$ cat config.mk
export PLATFORM = sky130hd
export DESIGN_NAME = rrts_sched
export DESIGN_NICKNAME = d
export VERILOG_FILES = /design/src/rtl/rrts_stack.v /design/src/rtl/rrts_delay.v /design/src/rtl/rrts_sched.v
export VERILOG_INCLUDE_DIRS = /design/src /design/src/rtl
export SDC_FILE = /design/constraint.sdc
export NUM_CORES = 1
export LEC_CHECK = 0
export ABC_AREA = 1
export BUFFER_PORTS_ARGS = -buffer_cell sky130_fd_sc_hd__buf_2
export CAP_MARGIN = 20
export CORE_MARGIN = 2
export CORE_UTILIZATION = 50
export DETAILED_ROUTE_END_ITERATION = 6
export GPL_ROUTABILITY_DRIVEN = 0
export GPL_TIMING_DRIVEN = 0
export PLACE_DENSITY = 0.68
export SYNTH_ARGS = -nofsm -noshare
export SYNTH_HDL_FRONTEND = slang
export SYNTH_SLANG_ARGS = --single-unit
$ cat constraint.sdc
create_clock -name clock -period 2.9 [get_ports clock]
set_input_delay 0.145 -clock clock [delete_from_list [all_inputs] [get_ports clock]]
set_output_delay 0.145 -clock clock [all_outputs]
set_load 0.01 [all_outputs]
$ cat src/rtl/rrts_map.vh
`ifndef RRTS_MAP_VH
`define RRTS_MAP_VH
// ==========================================
// Sizes
`define RRTS_NTASK 4
`define RRTS_TW 2
`define RRTS_PCW 12
`define RRTS_SDEP 4
`define RRTS_SIW 2
`define RRTS_SCW 3
`define RRTS_DLW 16
// ==========================================
// Timing
`define RRTS_CLK_HZ 25000000
`define RRTS_MS_PER_S 1000
`define RRTS_MS_CYC (`RRTS_CLK_HZ / `RRTS_MS_PER_S)
`define RRTS_MSW 15
// ==========================================
// Values
`define RRTS_TOP_PC 12'h000
`define RRTS_LAST_TASK 2'h3
`define RRTS_CNT_SINGLE 3'h1
`define RRTS_OP_SUSP 2'h1
`define RRTS_OP_RES 2'h2
`define RRTS_OP_RST 2'h3
`define RRTS_RAM_LO_MAX 8'h7f
`define RRTS_RAM_HI_MAX 8'hff
`define RRTS_FREQ_4M 2'h0
`define RRTS_FREQ_FAST 2'h2
`define RRTS_CAL_ONE 3'h1
`endif

$ cat src/rtl/rrts_stack.v
`timescale 1ns/100ps
`include "rrts_map.vh"
module rrts_stack (
	input wire clock,
	input wire rst_n,
	input wire clr,
	input wire push,
	input wire pop,
	input wire [`RRTS_PCW-1:0] push_pc,
	output wire [`RRTS_PCW-1:0] top_pc
);
	reg [`RRTS_PCW-1:0] mem_r [0:`RRTS_SDEP-1];
	reg [`RRTS_SCW-1:0] depth_r;
	wire [`RRTS_SIW-1:0] top_idx;
	integer i;

	assign top_idx = depth_r[`RRTS_SIW-1:0] - {{(`RRTS_SIW-1){1'b0}}, 1'b1};
	assign top_pc = (depth_r == {`RRTS_SCW{1'b0}}) ? `RRTS_TOP_PC : mem_r[top_idx];

	// ==========================================
	// Return stack, overflow drops the push, underflow returns program top
	always @(posedge clock or negedge rst_n) begin
		if (!rst_n) begin
			depth_r <= {`RRTS_SCW{1'b0}};
			for (i = 0; i < `RRTS_SDEP; i = i + 1) begin
				mem_r[i] <= `RRTS_TOP_PC;
			end
		end else if (clr) begin
			depth_r <= {`RRTS_SCW{1'b0}};
		end else if (push && depth_r != `RRTS_SDEP) begin
			mem_r[depth_r[`RRTS_SIW-1:0]] <= push_pc;
			depth_r <= depth_r + {{(`RRTS_SCW-1){1'b0}}, 1'b1};
		end else if (pop && depth_r != {`RRTS_SCW{1'b0}}) begin
			depth_r <= depth_r - {{(`RRTS_SCW-1){1'b0}}, 1'b1};
		end
	end
endmodule

$ cat src/rtl/rrts_delay.v
`timescale 1ns/100ps
`include "rrts_map.vh"
module rrts_delay (
	input wire clock,
	input wire rst_n,
	input wire tick,
	input wire clr,
	input wire load,
	input wire [`RRTS_DLW-1:0] load_ms,
	output wire busy
);
	reg [`RRTS_DLW-1:0] left_r;

	assign busy = (left_r != {`RRTS_DLW{1'b0}});

	// ==========================================
	// Millisecond countdown of one task's pause
	always @(posedge clock or negedge rst_n) begin
		if (!rst_n) begin
			left_r <= {`RRTS_DLW{1'b0}};
		end else if (clr) begin
			left_r <= {`RRTS_DLW{1'b0}};
		end else if (load) begin
			left_r <= load_ms;
		end else if (tick && busy) begin
			left_r <= left_r - {{(`RRTS_DLW-1){1'b0}}, 1'b1};
		end
	end
endmodule

$ cat src/rtl/rrts_sched.v
`timescale 1ns/100ps
`include "rrts_map.vh"
// Notes on behaviour
// - Commands taken one per task, cyclically
// - Tasks in a delay are skipped
// - Every task starts after any reset
// - Task 0 starts at program top, first
// - Own program counter and stack per task
// - One shared data space for all tasks
// - One interrupt halts every running task
// - Suspend disables a task, resume re-enables
// - Task index output updated each switch
// - Restart resets one task, nothing else
// - All suspended means no command issued
// - Sleep stops the core for all tasks
// - Blocking commands freeze task rotation
// - Multi mode ignores frequency command, core picks
// - Multi mode keeps timing at 4MHz calibration
// - Low-RAM multi mode reserves bytes 128-255
// - Byte pointer wraps at 127 or 255
// - Several entry points select multi-task mode
module rrts_sched #(
	parameter MS_CYC = `RRTS_MS_CYC
) (
	input wire clock,
	input wire rst_n,
	input wire [2:0] task_cnt,
	input wire [`RRTS_NTASK*`RRTS_PCW-1:0] entry_pcs,
	input wire low_ram,
	input wire cmd_done,
	input wire [`RRTS_PCW-1:0] cmd_npc,
	input wire cmd_call,
	input wire cmd_ret,
	input wire cmd_delay,
	input wire [`RRTS_DLW-1:0] cmd_dly_ms,
	input wire cmd_sleep,
	input wire wake,
	input wire blk_busy,
	input wire irq_req,
	input wire irq_done,
	input wire ctl_valid,
	input wire [1:0] ctl_op,
	input wire [`RRTS_TW-1:0] ctl_task,
	input wire freq_valid,
	input wire [1:0] freq_val,
	input wire ram_req,
	input wire [7:0] ram_addr,
	input wire bptr_set,
	input wire [7:0] bptr_val,
	input wire bptr_inc,
	output reg grant_r,
	output reg [`RRTS_TW-1:0] cur_task_r,
	output reg [`RRTS_PCW-1:0] cur_pc_r,
	output reg multi_r,
	output reg halt_r,
	output reg core_off_r,
	output reg irq_act_r,
	output reg [1:0] freq_sel_r,
	output reg [2:0] cal_pre_r,
	output reg ram_en_r,
	output reg ram_err_r,
	output reg [7:0] ram_addr_r,
	output reg [7:0] bptr_r
);
	localparam ST_LOAD = 2'h0;
	localparam ST_PICK = 2'h1;
	localparam ST_WAIT = 2'h2;

	reg [1:0] state_r;
	reg [1:0] state_nxt;
	reg first_r;
	reg [`RRTS_NTASK-1:0] present_r;
	reg [`RRTS_NTASK-1:0] susp_r;
	reg [`RRTS_NTASK*`RRTS_PCW-1:0] pc_r;
	reg [`RRTS_NTASK*`RRTS_PCW-1:0] entry_r;
	reg [`RRTS_MSW-1:0] ms_cnt_r;
	reg ms_tick_r;
	wire [`RRTS_NTASK-1:0] dly_busy;
	wire [`RRTS_NTASK*`RRTS_PCW-1:0] stk_top;
	wire [`RRTS_NTASK-1:0] elig;
	wire [`RRTS_TW-1:0] next_task;
	wire any_elig;
	wire hold;
	wire ctl_rst;
	wire ctl_susp;
	wire ctl_res;
	wire ret_pc_sel;
	wire [7:0] ram_max;
	wire [7:0] bptr_max;

	// ==========================================
	// Helpers
	function [`RRTS_NTASK-1:0] task_bit;
		input [`RRTS_TW-1:0] t;
		begin
			task_bit = {{(`RRTS_NTASK-1){1'b0}}, 1'b1} << t;
		end
	endfunction

	function [`RRTS_TW-1:0] rot_next;
		input [`RRTS_TW-1:0] cur;
		input [`RRTS_NTASK-1:0] mask;
		integer k;
		reg found;
		reg [`RRTS_TW-1:0] idx;
		begin
			found = 1'b0;
			rot_next = cur;
			idx = cur;
			for (k = 1; k <= `RRTS_NTASK; k = k + 1) begin
				idx = idx + {{(`RRTS_TW-1){1'b0}}, 1'b1};
				if (!found && mask[idx]) begin
					rot_next = idx;
					found = 1'b1;
				end
			end
		end
	endfunction

	assign ctl_rst = ctl_valid && (ctl_op == `RRTS_OP_RST);
	assign ctl_susp = ctl_valid && (ctl_op == `RRTS_OP_SUSP);
	assign ctl_res = ctl_valid && (ctl_op == `RRTS_OP_RES);
	assign ret_pc_sel = cmd_ret && !cmd_call;

	// ==========================================
	// Millisecond enable for pause countdowns
	always @(posedge clock or negedge rst_n) begin
		if (!rst_n) begin
			ms_cnt_r <= {`RRTS_MSW{1'b0}};
			ms_tick_r <= 1'b0;
		end else if (ms_cnt_r == MS_CYC - 1) begin
			ms_cnt_r <= {`RRTS_MSW{1'b0}};
			ms_tick_r <= 1'b1;
		end else begin
			ms_cnt_r <= ms_cnt_r + {{(`RRTS_MSW-1){1'b0}}, 1'b1};
			ms_tick_r <= 1'b0;
		end
	end

	// ==========================================
	// Per-task stack and pause counter
	genvar g;
	generate
		for (g = 0; g < `RRTS_NTASK; g = g + 1) begin : g_task
			wire mine;
			wire clr;
			assign mine = cmd_done && (state_r == ST_WAIT) && (cur_task_r == g);
			assign clr = (state_r == ST_LOAD) || (ctl_rst && ctl_task == g);
			rrts_stack u_stack (
				.clock(clock),
				.rst_n(rst_n),
				.clr(clr),
				.push(mine && cmd_call),
				.pop(mine && ret_pc_sel),
				.push_pc(cur_pc_r + {{(`RRTS_PCW-1){1'b0}}, 1'b1}),
				.top_pc(stk_top[g*`RRTS_PCW +: `RRTS_PCW])
			);
			rrts_delay u_delay (
				.clock(clock),
				.rst_n(rst_n),
				.tick(ms_tick_r),
				.clr(clr),
				.load(mine && cmd_delay),
				.load_ms(cmd_dly_ms),
				.busy(dly_busy[g])
			);
		end
	endgenerate

	// ==========================================
	// Eligibility and rotation
	assign elig = present_r & ~susp_r & ~dly_busy;
	assign next_task = (first_r && elig[0]) ? {`RRTS_TW{1'b0}} : rot_next(cur_task_r, elig);
	assign any_elig = |elig;
	assign hold = core_off_r || irq_act_r || irq_req || blk_busy;

	always @* begin
		state_nxt = state_r;
		case (state_r)
			ST_LOAD: begin
				state_nxt = ST_PICK;
			end
			ST_PICK: begin
				if (!hold && any_elig) begin
					state_nxt = ST_WAIT;
				end
			end
			ST_WAIT: begin
				if (cmd_done) begin
					state_nxt = ST_PICK;
				end
			end
			default: begin
				state_nxt = ST_LOAD;
			end
		endcase
	end

	// ==========================================
	// Scheduler state, mode capture, grant
	always @(posedge clock or negedge rst_n) begin
		if (!rst_n) begin
			state_r <= ST_LOAD;
			first_r <= 1'b1;
			present_r <= {`RRTS_NTASK{1'b0}};
			multi_r <= 1'b0;
			entry_r <= {`RRTS_NTASK*`RRTS_PCW{1'b0}};
			grant_r <= 1'b0;
			cur_task_r <= {`RRTS_TW{1'b0}};
			cur_pc_r <= `RRTS_TOP_PC;
			halt_r <= 1'b0;
		end else begin
			state_r <= state_nxt;
			grant_r <= 1'b0;
			if (state_r == ST_LOAD) begin
				multi_r <= (task_cnt > `RRTS_CNT_SINGLE);
				entry_r <= {entry_pcs[`RRTS_NTASK*`RRTS_PCW-1:`RRTS_PCW], `RRTS_TOP_PC};
				if (task_cnt > `RRTS_CNT_SINGLE) begin
					present_r <= ~({`RRTS_NTASK{1'b1}} << task_cnt);
				end else begin
					present_r <= {{(`RRTS_NTASK-1){1'b0}}, 1'b1};
				end
			end
			if (state_r == ST_PICK) begin
				halt_r <= !any_elig;
				if (!hold && any_elig) begin
					first_r <= 1'b0;
					grant_r <= 1'b1;
					cur_task_r <= next_task;
					cur_pc_r <= pc_r[next_task*`RRTS_PCW +: `RRTS_PCW];
				end
			end
		end
	end

	// ==========================================
	// Program counters, suspend, resume, restart
	integer t;
	always @(posedge clock or negedge rst_n) begin
		if (!rst_n) begin
			pc_r <= {`RRTS_NTASK*`RRTS_PCW{1'b0}};
			susp_r <= {`RRTS_NTASK{1'b0}};
		end else if (state_r == ST_LOAD) begin
			pc_r <= {entry_pcs[`RRTS_NTASK*`RRTS_PCW-1:`RRTS_PCW], `RRTS_TOP_PC};
			susp_r <= {`RRTS_NTASK{1'b0}};
		end else begin
			for (t = 0; t < `RRTS_NTASK; t = t + 1) begin
				if (ctl_rst && ctl_task == t) begin
					pc_r[t*`RRTS_PCW +: `RRTS_PCW] <= entry_r[t*`RRTS_PCW +: `RRTS_PCW];
				end else if (cmd_done && state_r == ST_WAIT && cur_task_r == t) begin
					if (ret_pc_sel) begin
						pc_r[t*`RRTS_PCW +: `RRTS_PCW] <= stk_top[t*`RRTS_PCW +: `RRTS_PCW];
					end else begin
						pc_r[t*`RRTS_PCW +: `RRTS_PCW] <= cmd_npc;
					end
				end
			end
			if (ctl_susp) begin
				susp_r <= susp_r | task_bit(ctl_task);
			end else if (ctl_res || ctl_rst) begin
				susp_r <= susp_r & ~task_bit(ctl_task);
			end
		end
	end

	// ==========================================
	// Sleep and the single interrupt
	always @(posedge clock or negedge rst_n) begin
		if (!rst_n) begin
			core_off_r <= 1'b0;
			irq_act_r <= 1'b0;
		end else begin
			if (cmd_done && cmd_sleep && state_r == ST_WAIT) begin
				core_off_r <= 1'b1;
			end else if (wake) begin
				core_off_r <= 1'b0;
			end
			if (state_r == ST_PICK && irq_req && !core_off_r && !blk_busy) begin
				irq_act_r <= 1'b1;
			end else if (irq_done) begin
				irq_act_r <= 1'b0;
			end
		end
	end

	// ==========================================
	// Core frequency and peripheral calibration
	always @(posedge clock or negedge rst_n) begin
		if (!rst_n) begin
			freq_sel_r <= `RRTS_FREQ_4M;
			cal_pre_r <= `RRTS_CAL_ONE;
		end else if (multi_r) begin
			freq_sel_r <= `RRTS_FREQ_FAST;
			cal_pre_r <= `RRTS_CAL_ONE << `RRTS_FREQ_FAST;
		end else begin
			if (freq_valid) begin
				freq_sel_r <= freq_val;
			end
			cal_pre_r <= `RRTS_CAL_ONE;
		end
	end

	// ==========================================
	// Shared data space and byte pointer
	assign ram_max = (multi_r && low_ram) ? `RRTS_RAM_LO_MAX : `RRTS_RAM_HI_MAX;
	assign bptr_max = ram_max;

	always @(posedge clock or negedge rst_n) begin
		if (!rst_n) begin
			ram_en_r <= 1'b0;
			ram_err_r <= 1'b0;
			ram_addr_r <= 8'h00;
			bptr_r <= 8'h00;
		end else begin
			ram_en_r <= ram_req && (ram_addr <= ram_max);
			ram_err_r <= ram_req && (ram_addr > ram_max);
			if (ram_req) begin
				ram_addr_r <= ram_addr;
			end
			if (bptr_set) begin
				bptr_r <= bptr_val & bptr_max;
			end else if (bptr_inc) begin
				if (bptr_r >= bptr_max) begin
					bptr_r <= 8'h00;
				end else begin
					bptr_r <= bptr_r + 8'h01;
				end
			end
		end
	end
endmodule

==> out/results.tsv, run 1 <==
stage	metric	value	unit
timing	Tcrit/Tclk final	94.20	%
synth	post-synthesis cell area	0.02116	mm²
placement	Place WS	-0.4275	ns
timing	unrepaired setup endpoints after global routing	no	
synth	Post-Syn Nets	2734	
die	core area	0.04185	mm²
cts	clock buffer depth	3	
cts	total CTS buffers	47	
grt	pin count of the biggest net entering global routing	117	
worst_setup_path	WS Path Type	flip-flop to flip-flop	
routing	First-pass DRT Iterations	7	
die	IO Count	160	
cts	H-tree Lvls	2	
grt	initial antenna violation count	1	
pwr	Leak Pwr	12.02	nW
outcome	failing checks	design-rule violations	
placement	Post-DP Area	0.02265	mm²
worst_setup_path	Worst setup SP type	flip-flop	
timing	Max Slew Vio Count	0	
timing	final setup fails	0	
placement	DP HPWL	47990	µm
routing	Avg WL per Cell	19.68	µm
grt	total gr overflow	0	
cts	CTS Root Cell	clkbuf_16	
cts	CTS sink count	420	
synth	Avg Synthesized Cell Area	8.204	µm²
die	std cell rows	75	
timing	slew margin rel.	31.91	%
worst_setup_path	crit end category	flip-flop	
layout	area of the multi-input gates	0.009478	mm²
timing	clock skew	0.02456	ns
layout	antenna cells	0	
routing	Via Count	20000	
routing	antenna-violating nets left	0	
synth	commonest register cell after synthesis	dfrtp_1	
worst_setup_path	CP arrival	3.25	ns
die	die width	209.7	µm
pwr	Peak VDD IR	0.0004818	V
worst_setup_path	Required @ worst endpoint	3.42	ns
synth	Mapped Cells	2579	
layout	fillers	3690	
timing	setup TNS	0	ns
timing	fin worst setup slack	0.1682	ns
die	die area	0.04398	mm²
grt	global router's overall resource usage	30.93	%
synth	Post-Synth Adder-Cell Area	2.330	%
cts	clock transition at the registers of the reported paths	0.06	ns
synth	Post-synth EDFFs	0	
placement	port bufs	144	
worst_setup_path	path depth of the worst reg2reg path	7	
cts	CTS tree	built	
synth	simple-gate share of the synthesized area	21.89	%
synth	register area share after synthesis	49.69	%
pwr	pwr/cell area	927.0	mW/mm²
cts	number of post-CTS setup repair buffers	0	
timing	worst slew pin tran	1.014	ns
routing	vias per cell	5.808	
timing	Max Fclk	366.1	MHz
layout	Final Cell Area	0.02533	mm²
layout	layout cells sized above 1	13.77	%
min_path	Worst Hold Depth	3	
synth	main combinational cell family by area after synthesis	simple AND/OR/NAND/NOR gates	
outcome	outcome	finished, violations left	
min_path	hold crit path type	input pin to flip-flop	
synth	XOR/XNOR share of the synthesized area	1.076	%
synth	register bit total from synthesis	420	
timing	final hold violation count	0	
synth	yosys warns	0	
run	# Max-Cap Violations	0	
synth	Post-synth ARST share	100.0	%
routing	total wire length	67750	µm
layout	Final Util	60.53	%
die	Initial Util	50.55	%
routing	# DRC	1	
die	die height	209.7	µm
layout	Area Overhead vs Synth	19.73	%
worst_setup_path	Max FO, Critical Path	12	
routing	iteration-0 DRC count of the detailed router	1997	
layout	Reg area	0.01052	mm²
synth	Cell variety after synth	56	
timing	post-route minimum period	2.732	ns
grt	vias in the first global route	19590	
layout	fin cells	3443	
synth	Synth Area in Compound Gates	18.40	%
grt	first-pass GRT wire length	106500	µm
synth	multiplexer share of the synthesized area	0.4258	%
layout	nets@finish	3022	
cts	latest clock arrival within the worst-skew pair	0.59	ns
placement	Inst Count DP	3265	
==> synthesized netlist by cell type, types with 12 or more instances <==
library cell,count,share of area [%]
a211oi_1,12,0.43
clkbuf_1,85,1.5
buf_2,34,0.80
nand2_2,17,0.50
dfrtp_1,418,49
o22ai_1,61,1.8
a21oi_1,94,2.2
nor2_2,20,0.59
nor2_4,12,0.64
nand3_1,140,3.3
inv_1,172,3.1
nand3_2,12,0.57
a31o_2,12,0.50
nor2_1,221,3.9
o21ai_0,361,8.5
o21ai_1,66,1.6
ha_1,33,2.0
inv_2,17,0.30
nor3_1,22,0.52
o32ai_1,33,1.4
o211ai_1,16,0.57
xor2_1,23,0.95
nand4_1,20,0.59
nand2_1,589,10
==> registers in the layout, summed over array words and instances, names as in the netlist, 2 cells and up <==
register and count:
g_task.u_stack.depth_r 12, present_r 4, cal_pre_r 2, bptr_r 8
cur_pc_r 12, freq_sel_r 2, cur_task_r 2, pc_r 48
state_r 2, ram_addr_r 8, entry_r 36, g_task.u_delay.left_r 64
susp_r 4, g_task.u_stack.mem_r 192, ms_cnt_r 15
==> area by class of cell <==
| type | count | share of cell area [%] |
|---|---|---|
| Clock buffer | 72 | 5.571 |
| Inverter | 192 | 2.875 |
| Clock inverter | 14 | 0.6322 |
| Tap cell | 539 | 2.662 |
| Timing Repair Buffer | 243 | 7.004 |
| Sequential cell | 420 | 41.51 |
| Multi-Input combinational cell | 1835 | 37.41 |
| Buffer | 128 | 2.331 |
==> worst max-delay path, cell delays in order, from the launching register on <==
cell and delay (ns):
dfrtp_1 0.58, clkinvlp_4 0.27, clkbuf_2 0.29, ha_1 0.45, o32ai_1 0.60, nand2_1 0.10, a32o_1 0.25, a31oi_1 0.12
==> power breakdown <==
| part | total, W | switching [W] | internal, W |
|---|---|---|---|
| clock network | 0.00609 | 0.00247 | 0.00362 |
| logic | 0.00957 | 0.00640 | 0.00317 |
| registers | 0.00782 | 0.000852 | 0.00697 |
| total | 0.0235 | 0.00972 | 0.0138 |
==> placed cells by master, fill, tap and decap left out, drive strengths merged, types with 3 or more instances in the layout <==
| cell | Yosys | routed |
|---|---|---|
| nand2 | 609 | 609 |
| o21ai | 428 | 428 |
| dfrtp | 418 | 418 |
| nor2 | 254 | 254 |
| inv | 189 | 190 |
| buf | 46 | 189 |
| clkbuf | 86 | 158 |
| nand3 | 152 | 152 |
| dlygate4sd3 | 0 | 96 |
| a21oi | 94 | 94 |
| o22ai | 61 | 61 |
| ha | 33 | 33 |
| o32ai | 33 | 33 |
| nor3 | 23 | 23 |
| xor2 | 23 | 23 |
| nand4 | 21 | 21 |
| o211ai | 16 | 16 |
| a211oi | 12 | 12 |
| a31o | 12 | 12 |
| clkinv | 3 | 11 |
| a31oi | 8 | 8 |
| mux2 | 8 | 8 |
| o221ai | 6 | 6 |
| nor4 | 5 | 5 |
| a32o | 5 | 5 |
| o31ai | 4 | 4 |
| fa | 4 | 4 |
| o21a | 3 | 3 |
| a22o | 3 | 3 |
| bufinv | 0 | 3 |
| xnor2 | 3 | 3 |
==> per-stage QoR <==
| step | total power, W | hold slack [ns] |
|---|---|---|
| after detailed placement | 0.01692 | 0.2883 |
| final | 0.02348 | 0.02857 |
| after global placement | 0.01663 | 0.3432 |
| after global routing | 0.02500 | 0.03235 |
| after floorplan | 0.01398 | -0.1506 |
| after CTS | 0.02319 | 0.001071 |
==> worst paths after layout <==
kind / from / end / slack [ns]
max: g_task[1].u_stack.depth_r[0]$_DFFE_PN0P_ / pc_r[21]$_DFFE_PN0P_ / 0.17
min: cmd_dly_ms[0] / g_task[0].u_delay.left_r[0]$_DFFE_PN0P_ / 0.03
max reg2reg: g_task[1].u_stack.depth_r[0]$_DFFE_PN0P_ / pc_r[21]$_DFFE_PN0P_ / 0.17
min reg2reg: ms_cnt_r[0]$_DFF_PN0_ / ms_cnt_r[0]$_DFF_PN0_ / 0.46
max in group asynchronous: rst_n / g_task[2].u_stack.mem_r[2]$_DFFE_PN0P_ / 1.18
min in group asynchronous: rst_n / bptr_r[3]$_DFFE_PN0P_ / 0.21
==> metal layers <==
layer  GRT usage, %  vias to the layer above  wire length (µm)
met5              0                        -                13
met4          14.01                        2              3075
met3          4.474                      190              4533
met2          49.91                      764             31630
met1          41.63                     9732             28500
li1               -                     9310                 -
==> cells by family after synthesis <==
| group | count (synthesis) |
|---|---|
| and+or+nand+nor | 1071 |
| AOI/OAI and AO/OA | 692 |
| DFF | 420 |
| buffers and inverters | 324 |
| adders and majority gates | 37 |
| xor gates and xnor gates | 26 |
| muxes | 8 |
| other | 1 |
==> repair_timing <==
item,in CTS,in global routing
hold endpoints to repair,223,0
setup endpoints to repair,82,107
resized for setup,9,33
hold buffers,96,0
Power figures use the tool's default switching activity.
==> inputs of run 2 (changes only) <==
- CORE_UTILIZATION: 50 -> 45
- PLACE_DENSITY: 0.68 -> default
==> run 2 against run 1 <==
The run now ends clean. First-iteration DRC count is 7.3% lower. Core utilization down 5.6 points. Die area is 11% higher. Sequential cell count unchanged. Clock power rose by 1%. Wire length rose by 1.4%. Cell count up 2.3%.
==> out/results.tsv, run 2 (synthesis gave the netlist of run 1 again) <==
stage	metric	value	unit	change
worst_setup_path	Required @ worst endpoint	3.41	ns	about the same
cts	CTS Root Cell	clkbuf_16		
cts	CTS tree	built		
outcome	outcome	completed		
die	core area	0.04646	mm²	+11%
grt	global router's overall resource usage	27.82	%	-3.1 points
placement	Post-DP Area	0.02276	mm²	+0.50%
cts	CTS sink count	420		unchanged
timing	final hold violation count	0		unchanged
run	# Max-Cap Violations	0		unchanged
die	std cell rows	79		+5.3%
die	Initial Util	45.54	%	-5.0 points
cts	H-tree Lvls	2		unchanged
worst_setup_path	WS Path Type	flip-flop to flip-flop		
routing	iteration-0 DRC count of the detailed router	1852		-7.3%
routing	vias per cell	5.619		-3.3%
layout	max FFs per register	192		unchanged
min_path	hold crit path type	input pin to flip-flop		
routing	Avg WL per Cell	19.49	µm	-0.94%
grt	first-pass GRT wire length	107600	µm	+1.0%
routing	# DRC	0		-1
routing	Via Count	19800		-1.0%
pwr	Leak Pwr	12.10	nW	+0.60%
die	IO Count	160		unchanged
cts	total CTS buffers	48		+2.1%
layout	most frequent cells in the layout	nand2_1, dfrtp_1, o21ai_0, nor2_1, buf_2		
worst_setup_path	Max FO, Critical Path	10		-2
pwr	pwr/cell area	925.3	mW/mm²	-0.18%
cts	clock buffer depth	3		unchanged
placement	Place WS	-0.4949	ns	-0.06742 ns
placement	port bufs	144		unchanged
die	die width	220.8	µm	+5.3%
worst_setup_path	Worst setup SP type	flip-flop		
timing	Max Fclk	360.1	MHz	-1.6%
layout	Final Cell Area	0.02552	mm²	+0.75%
placement	Inst Count DP	3334		+2.1%
layout	fin cells	3523		+2.3%
layout	Reg with most FFs	g_task.u_stack.mem_r		
layout	Top Registers	g_task.u_stack.mem_r (192), g_task.u_delay.left_r (64), pc_r (48)		
routing	First-pass DRT Iterations	5		-2
worst_setup_path	flop-to-flop setup slack	0.12	ns	-0.04 ns
cts	clock transition at the registers of the reported paths	0.06	ns	about the same
timing	slew margin rel.	29.94	%	-2.0 points
routing	total wire length	68680	µm	+1.4%
timing	Tcrit/Tclk final	95.75	%	+1.5 points
routing	antenna-violating nets left	0		unchanged
layout	commonest non-fill, non-tap cell in the layout	nand2_1		
die	die area	0.04877	mm²	+11%
timing	Min Hold Slack	0.05651	ns	+0.02794 ns
timing	unrepaired setup endpoints after global routing	no		
grt	pin count of the biggest net entering global routing	121		+3.4%
pwr	Peak VDD IR	0.0005119	V	+6.2%
timing	final setup fails	0		unchanged
layout	Area Overhead vs Synth	20.62	%	
layout	antenna cells	0		unchanged
timing	clock skew	0.01251	ns	-0.01204 ns
timing	fin worst setup slack	0.1233	ns	-0.04493 ns
worst_setup_path	CP arrival	3.29	ns	+0.04 ns
worst_setup_path	crit end category	flip-flop		
placement	DP HPWL	49470	µm	+3.1%
timing	worst slew pin tran	1.043	ns	+0.02943 ns
grt	vias in the first global route	19180		-2.1%
die	die height	220.8	µm	+5.3%
timing	Max Slew Vio Count	0		unchanged
layout	nets@finish	3032		+0.33%
grt	initial antenna violation count	1		unchanged
timing	post-route minimum period	2.777	ns	+0.04493 ns
layout	layout cells sized above 1	14.06	%	+0.29 points
grt	total gr overflow	0		unchanged
cts	latest clock arrival within the worst-skew pair	0.60	ns	about the same
-- run 2: cell types whose count changed in the layout (fill, tap and decap cells not counted), sizes merged --
cell,previous run,this run
dlygate4sd3,96,102
clkinv,11,16
buf,189,192
inv,190,193
clkbuf,158,155
bufinv,3,2
clkinvlp,2,1
-- run 2: layer usage --
metal	track usage [%]	vias to the layer above	wire (µm)
met3	4.634	141	4512
met2	45.84	665	32570
li1	-	9316	-
met5	0	-	10
met1	37.30	9672	29380
met4	9.591	2	2203
-- run 2: cell type report --
type	count	area, µm²
Sequential cell	420	10520
Clock buffer	69	1451
Fill cell	4311	20940
Timing Repair Buffer	251	1869
Multi-Input combinational cell	1835	9447
Buffer	129	594.3
Clock inverter	20	163.9
Tap cell	607	759.5
Inverter	192	720.7
-- run 2: report_power, final --
group	total, W	switching (W)	leakage (nW)	internal [W]
Combinational	0.00960	0.00645	5.74	0.00315
Sequential	0.00783	0.000856	5.55	0.00697
Clock	0.00618	0.00253	0.814	0.00365
-- run 2: worst max-delay path: stages, from the launching register on --
cell,delay [ns]
dfrtp_1,0.36
buf_4,0.16
nor2_4,0.33
clkbuf_1,0.46
clkbuf_1,0.53
nand3_1,0.14
dlygate4sd3_1,0.60
o211ai_1,0.08
-- run 2: through the flow --
stage | util, % | power (W) | setup TNS, ns
after floorplan | - | 0.01398 | 0
after global placement | 48.73 | 0.01684 | -2884.39
after detailed placement | 48.99 | 0.01705 | -13.00
after CTS | 54.81 | 0.02350 | 0
after global routing | 54.93 | 0.02512 | 0
final | 54.93 | 0.02361 | 0
-- run 2: path summary, 6_finish.rpt --
check,start,to,cells past startpoint
min in group asynchronous,rst_n,bptr_r[4]$_DFFE_PN0P_,3
hold / removal,bptr_set,bptr_r[3]$_DFFE_PN0P_,2
max in group asynchronous,rst_n,g_task[2].u_stack.mem_r[30]$_DFFE_PN0P_,5
setup reg to reg,state_r[1]$_DFFE_PN0P_,present_r[2]$_DFFE_PN0P_,7
setup / recovery,state_r[1]$_DFFE_PN0P_,present_r[2]$_DFFE_PN0P_,7
hold reg to reg,multi_r$_DFFE_PN0P_,cal_pre_r[2]$_DFF_PN0_,0
-- run 2: repair_timing --
action,in CTS,in global routing
endpoints found under the setup margin,77,70
hold buffers,102,0
resized for setup,15,23
buffers inserted,0,1
pin swaps,0,1
gates cloned,0,0
endpoints found under the hold margin,370,0
==> inputs of run 3 (changes only) <==
- ABC_AREA: 1 -> default
==> run 3 against run 2 <==
The run now ends with negative setup slack left. Sequential power shrank 5.9%. Critical path type unchanged. Design area shrank 0.14%. Worst hold slack worse by 0.014 ns. Largest power group is now sequential cells. Critical path depth is 3 higher.
==> out/results.tsv, run 3 <==
stage	metric	value	unit	change
outcome	outcome	finished, violations left		
outcome	failing checks	negative setup slack		
worst_setup_path	worst path cell trace	or3_1 -> or4_4 -> nor3_4 -> o41ai_4 -> or2_0 -> buf_4 -> a211oi_4 -> buf_4 -> buf_16 -> mux2i_1		
cts	clock transition at the registers of the reported paths	0.06	ns	about the same
worst_setup_path	flop-to-flop setup slack	-0.02	ns	-0.14 ns
timing	slew margin rel.	39.13	%	+9.2 points
worst_setup_path	CP arrival	3.42	ns	+0.13 ns
synth	register area share after synthesis	50.49	%	+0.80 points
worst_setup_path	WS Path Type	flip-flop to flip-flop		
synth	register bit total from synthesis	420		unchanged
die	die area	0.04801	mm²	-1.6%
min_path	hold crit path type	input pin to flip-flop		
cts	clock buffer depth	3		unchanged
die	die width	219.1	µm	-0.78%
timing	unrepaired setup endpoints after global routing	yes		
run	# Max-Cap Violations	0		unchanged
grt	first-pass GRT wire length	103800	µm	-3.5%
worst_setup_path	crit end category	flip-flop		
min_path	hold_sp	ctl_valid		
grt	total gr overflow	0		unchanged
grt	initial antenna violation count	2		+1
layout	layout cells sized above 1	17.63	%	+3.6 points
cts	total CTS buffers	47		-2.1%
cts	CTS sink count	420		unchanged
cts	CTS tree	built		
layout	Area Overhead vs Synth	22.40	%	
synth	Cell variety after synth	74		+32%
placement	port bufs	142		-1.4%
timing	final setup fails	1		+1
grt	vias in the first global route	17640		-8.0%
worst_setup_path	Worst setup SP type	flip-flop		
worst_setup_path	Worst Setup SP	g_task[0].u_delay.left_r[10]$_DFFE_PN0P_		
die	IO Count	160		unchanged
synth	leading area contributor after synthesis	dfrtp_1		
routing	vias per cell	5.896		+4.9%
layout	commonest non-fill, non-tap cell in the layout	dfrtp_1		
grt	global router's overall resource usage	28.42	%	+0.60 points
worst_setup_path	crit path to	cur_pc_r[9]$_DFFE_PN0P_		
timing	post-route minimum period	2.918	ns	+0.1412 ns
routing	Via Count	17750		-10%
pwr	Power, Total	0.02104	W	-11%
worst_setup_path	Max FO, Critical Path	5		-5
placement	DP HPWL	47940	µm	-3.1%
timing	Tcrit/Tclk final	100.6	%	+4.9 points
worst_setup_path	Critical Path Most Common Cell	buf_4		
worst_setup_path	path depth of the worst reg2reg path	10		+3
pwr	Leak Pwr	11.48	nW	-5.1%
synth	most common library cells after synthesis	dfrtp_1, nand2_1, o21ai_0		
synth	post-synthesis cell area	0.02082	mm²	-1.6%
worst_setup_path	Required @ worst endpoint	3.40	ns	about the same
routing	First-pass DRT Iterations	5		unchanged
timing	Min Hold Slack	0.04285	ns	-0.01365 ns
synth	top cell type's share of synthesized area	50.24	%	+0.80 points
routing	antenna-violating nets left	0		unchanged
synth	Mapped Cells	2070		-20%
timing	Max Fclk	342.7	MHz	-4.8%
synth	commonest register cell after synthesis	dfrtp_1		
routing	# DRC	0		unchanged
die	die height	219.1	µm	-0.78%
synth	Post-synth ARST share	100.0	%	unchanged
die	core area	0.04548	mm²	-2.1%
worst_setup_path	reg-to-reg startpoint	g_task[0].u_delay.left_r[10]$_DFFE_PN0P_		
synth	synth top area cells	dfrtp_1, o21ai_0, mux4_2		
synth	yosys warns	0		unchanged
timing	Max Slew Vio Count	0		unchanged
timing	fin worst setup slack	-0.01793	ns	-0.1412 ns
timing	worst slew pin tran	0.9098	ns	-0.1337 ns
worst_setup_path	Slowest-stage cell, CP	or4_4		
layout	Final Util	56.04	%	+1.1 points
synth	count leader, synth	dfrtp_1		
layout	most frequent cells in the layout	dfrtp_1, nand2_1, o21ai_0, buf_2, nor2_1		
layout	antenna cells	0		unchanged
synth	Post-synth EDFFs	0		unchanged
routing	total wire length	67590	µm	-1.6%
die	Initial Util	45.78	%	+0.24 points
grt	pin count of the biggest net entering global routing	116		-4.1%
cts	latest clock arrival within the worst-skew pair	0.59	ns	about the same
pwr	pwr/cell area	825.6	mW/mm²	-11%
layout	nets@finish	2529		-17%
worst_setup_path	RR Endpoint	cur_pc_r[9]$_DFFE_PN0P_		
cts	H-tree Lvls	2		unchanged
die	std cell rows	78		-1.3%
routing	Avg WL per Cell	22.45	µm	+15%
timing	setup TNS	-0.01793	ns	-0.01793 ns
timing	clock skew	0.01922	ns	+0.006700 ns
layout	Reg with most FFs	g_task.u_stack.mem_r		
layout	max FFs per register	192		unchanged
synth	Post-Syn Nets	2225		-19%
cts	CTS Root Cell	clkbuf_16		
pwr	Peak VDD IR	0.0003905	V	-24%
worst_setup_path	max incr delay on CP	0.53	ns	-0.07 ns
layout	Top Registers	g_task.u_stack.mem_r (192), g_task.u_delay.left_r (64), pc_r (48)		
synth	Avg Synthesized Cell Area	10.06	µm²	+23%
placement	Place WS	-0.8168	ns	-0.3220 ns
routing	iteration-0 DRC count of the detailed router	1599		-14%
timing	final hold violation count	0		unchanged
run 3: critical path, delay by kind of cell, from the launching register on:
kind	cells	cell delay, ns
buffers and inverters	3	0.47
AO/OA/AOI/OAI	2	0.36
multiplexers	1	0.20
flip-flops	1	0.40
AND/OR/NAND/NOR	4	1.41
run 3: final cells by class:
| cell class | instances | area, µm² |
|---|---|---|
| timing repair buffer | 263 | 1944 |
| inverter | 33 | 123.9 |
| buffer | 128 | 576.8 |
| clock inverter | 21 | 320.3 |
| multi-input combinational | 1481 | 9925 |
| fill | 4033 | 19990 |
| clock buffer | 65 | 1325 |
| sequential | 420 | 10520 |
| tap | 600 | 750.7 |
run 3: power breakdown:
part	internal [W]	switching (W)
clock network	0.00391	0.00252
logic	0.00284	0.00440
registers	0.00667	0.000699
total	0.0134	0.00763
run 3: cells by family after synthesis:
| family | synth area share, % |
|---|---|
| simple gates | 15.91 |
| flops | 50.49 |
| other cells | 0.01801 |
| xor+xnor | 2.061 |
| compound gates | 17.65 |
| mux | 8.335 |
| buf+inv | 3.167 |
| fa+ha+maj | 2.368 |
run 3: per-layer routing:
layer | wire [µm] | share of wire [%] | global-route usage [%]
met2 | 32120 | 48 | 46.39
met4 | 2865 | 4.2 | 12.07
met3 | 3864 | 5.7 | 4.200
met1 | 28730 | 42 | 37.93
met5 | 13 | 0.019 | 0
run 3: per-stage QoR:
step | std cells | area, µm²
3_3_place_gp | 2812 | 22290
6_report | 3011 | 25480
3_5_place_dp | 2816 | 22390
2_1_floorplan | 2070 | 20830
4_1_cts | 2999 | 25260
5_1_grt | 3011 | 25480
run 3: how the worst min path moves through the flow:
| stage | endpoint | slack (ns) | cells past startpoint |
|---|---|---|---|
| after detailed placement | bptr_r[2]$_DFFE_PN0P_ | 0.19 | 1 |
| final | susp_r[0]$_DFFE_PN0P_ | 0.04 | 2 |
| after global routing | pc_r[10]$_DFFE_PN0P_ | 0.05 | 3 |
| after CTS | susp_r[0]$_DFFE_PN0P_ | 0.005 | 2 |
| after floorplan | bptr_r[0]$_DFFE_PN0P_ | -0.15 | 0 |
| after global placement | core_off_r$_DFFE_PN0P_ | 0.34 | 2 |
run 3: repair_timing:
action,in CTS,in global routing
pin swaps,9,12
resized for setup,56,55
endpoints found under the hold margin,216,0
endpoints found under the setup margin,283,230
hold buffers,91,0
cloned,1,0
buffers inserted,11,14
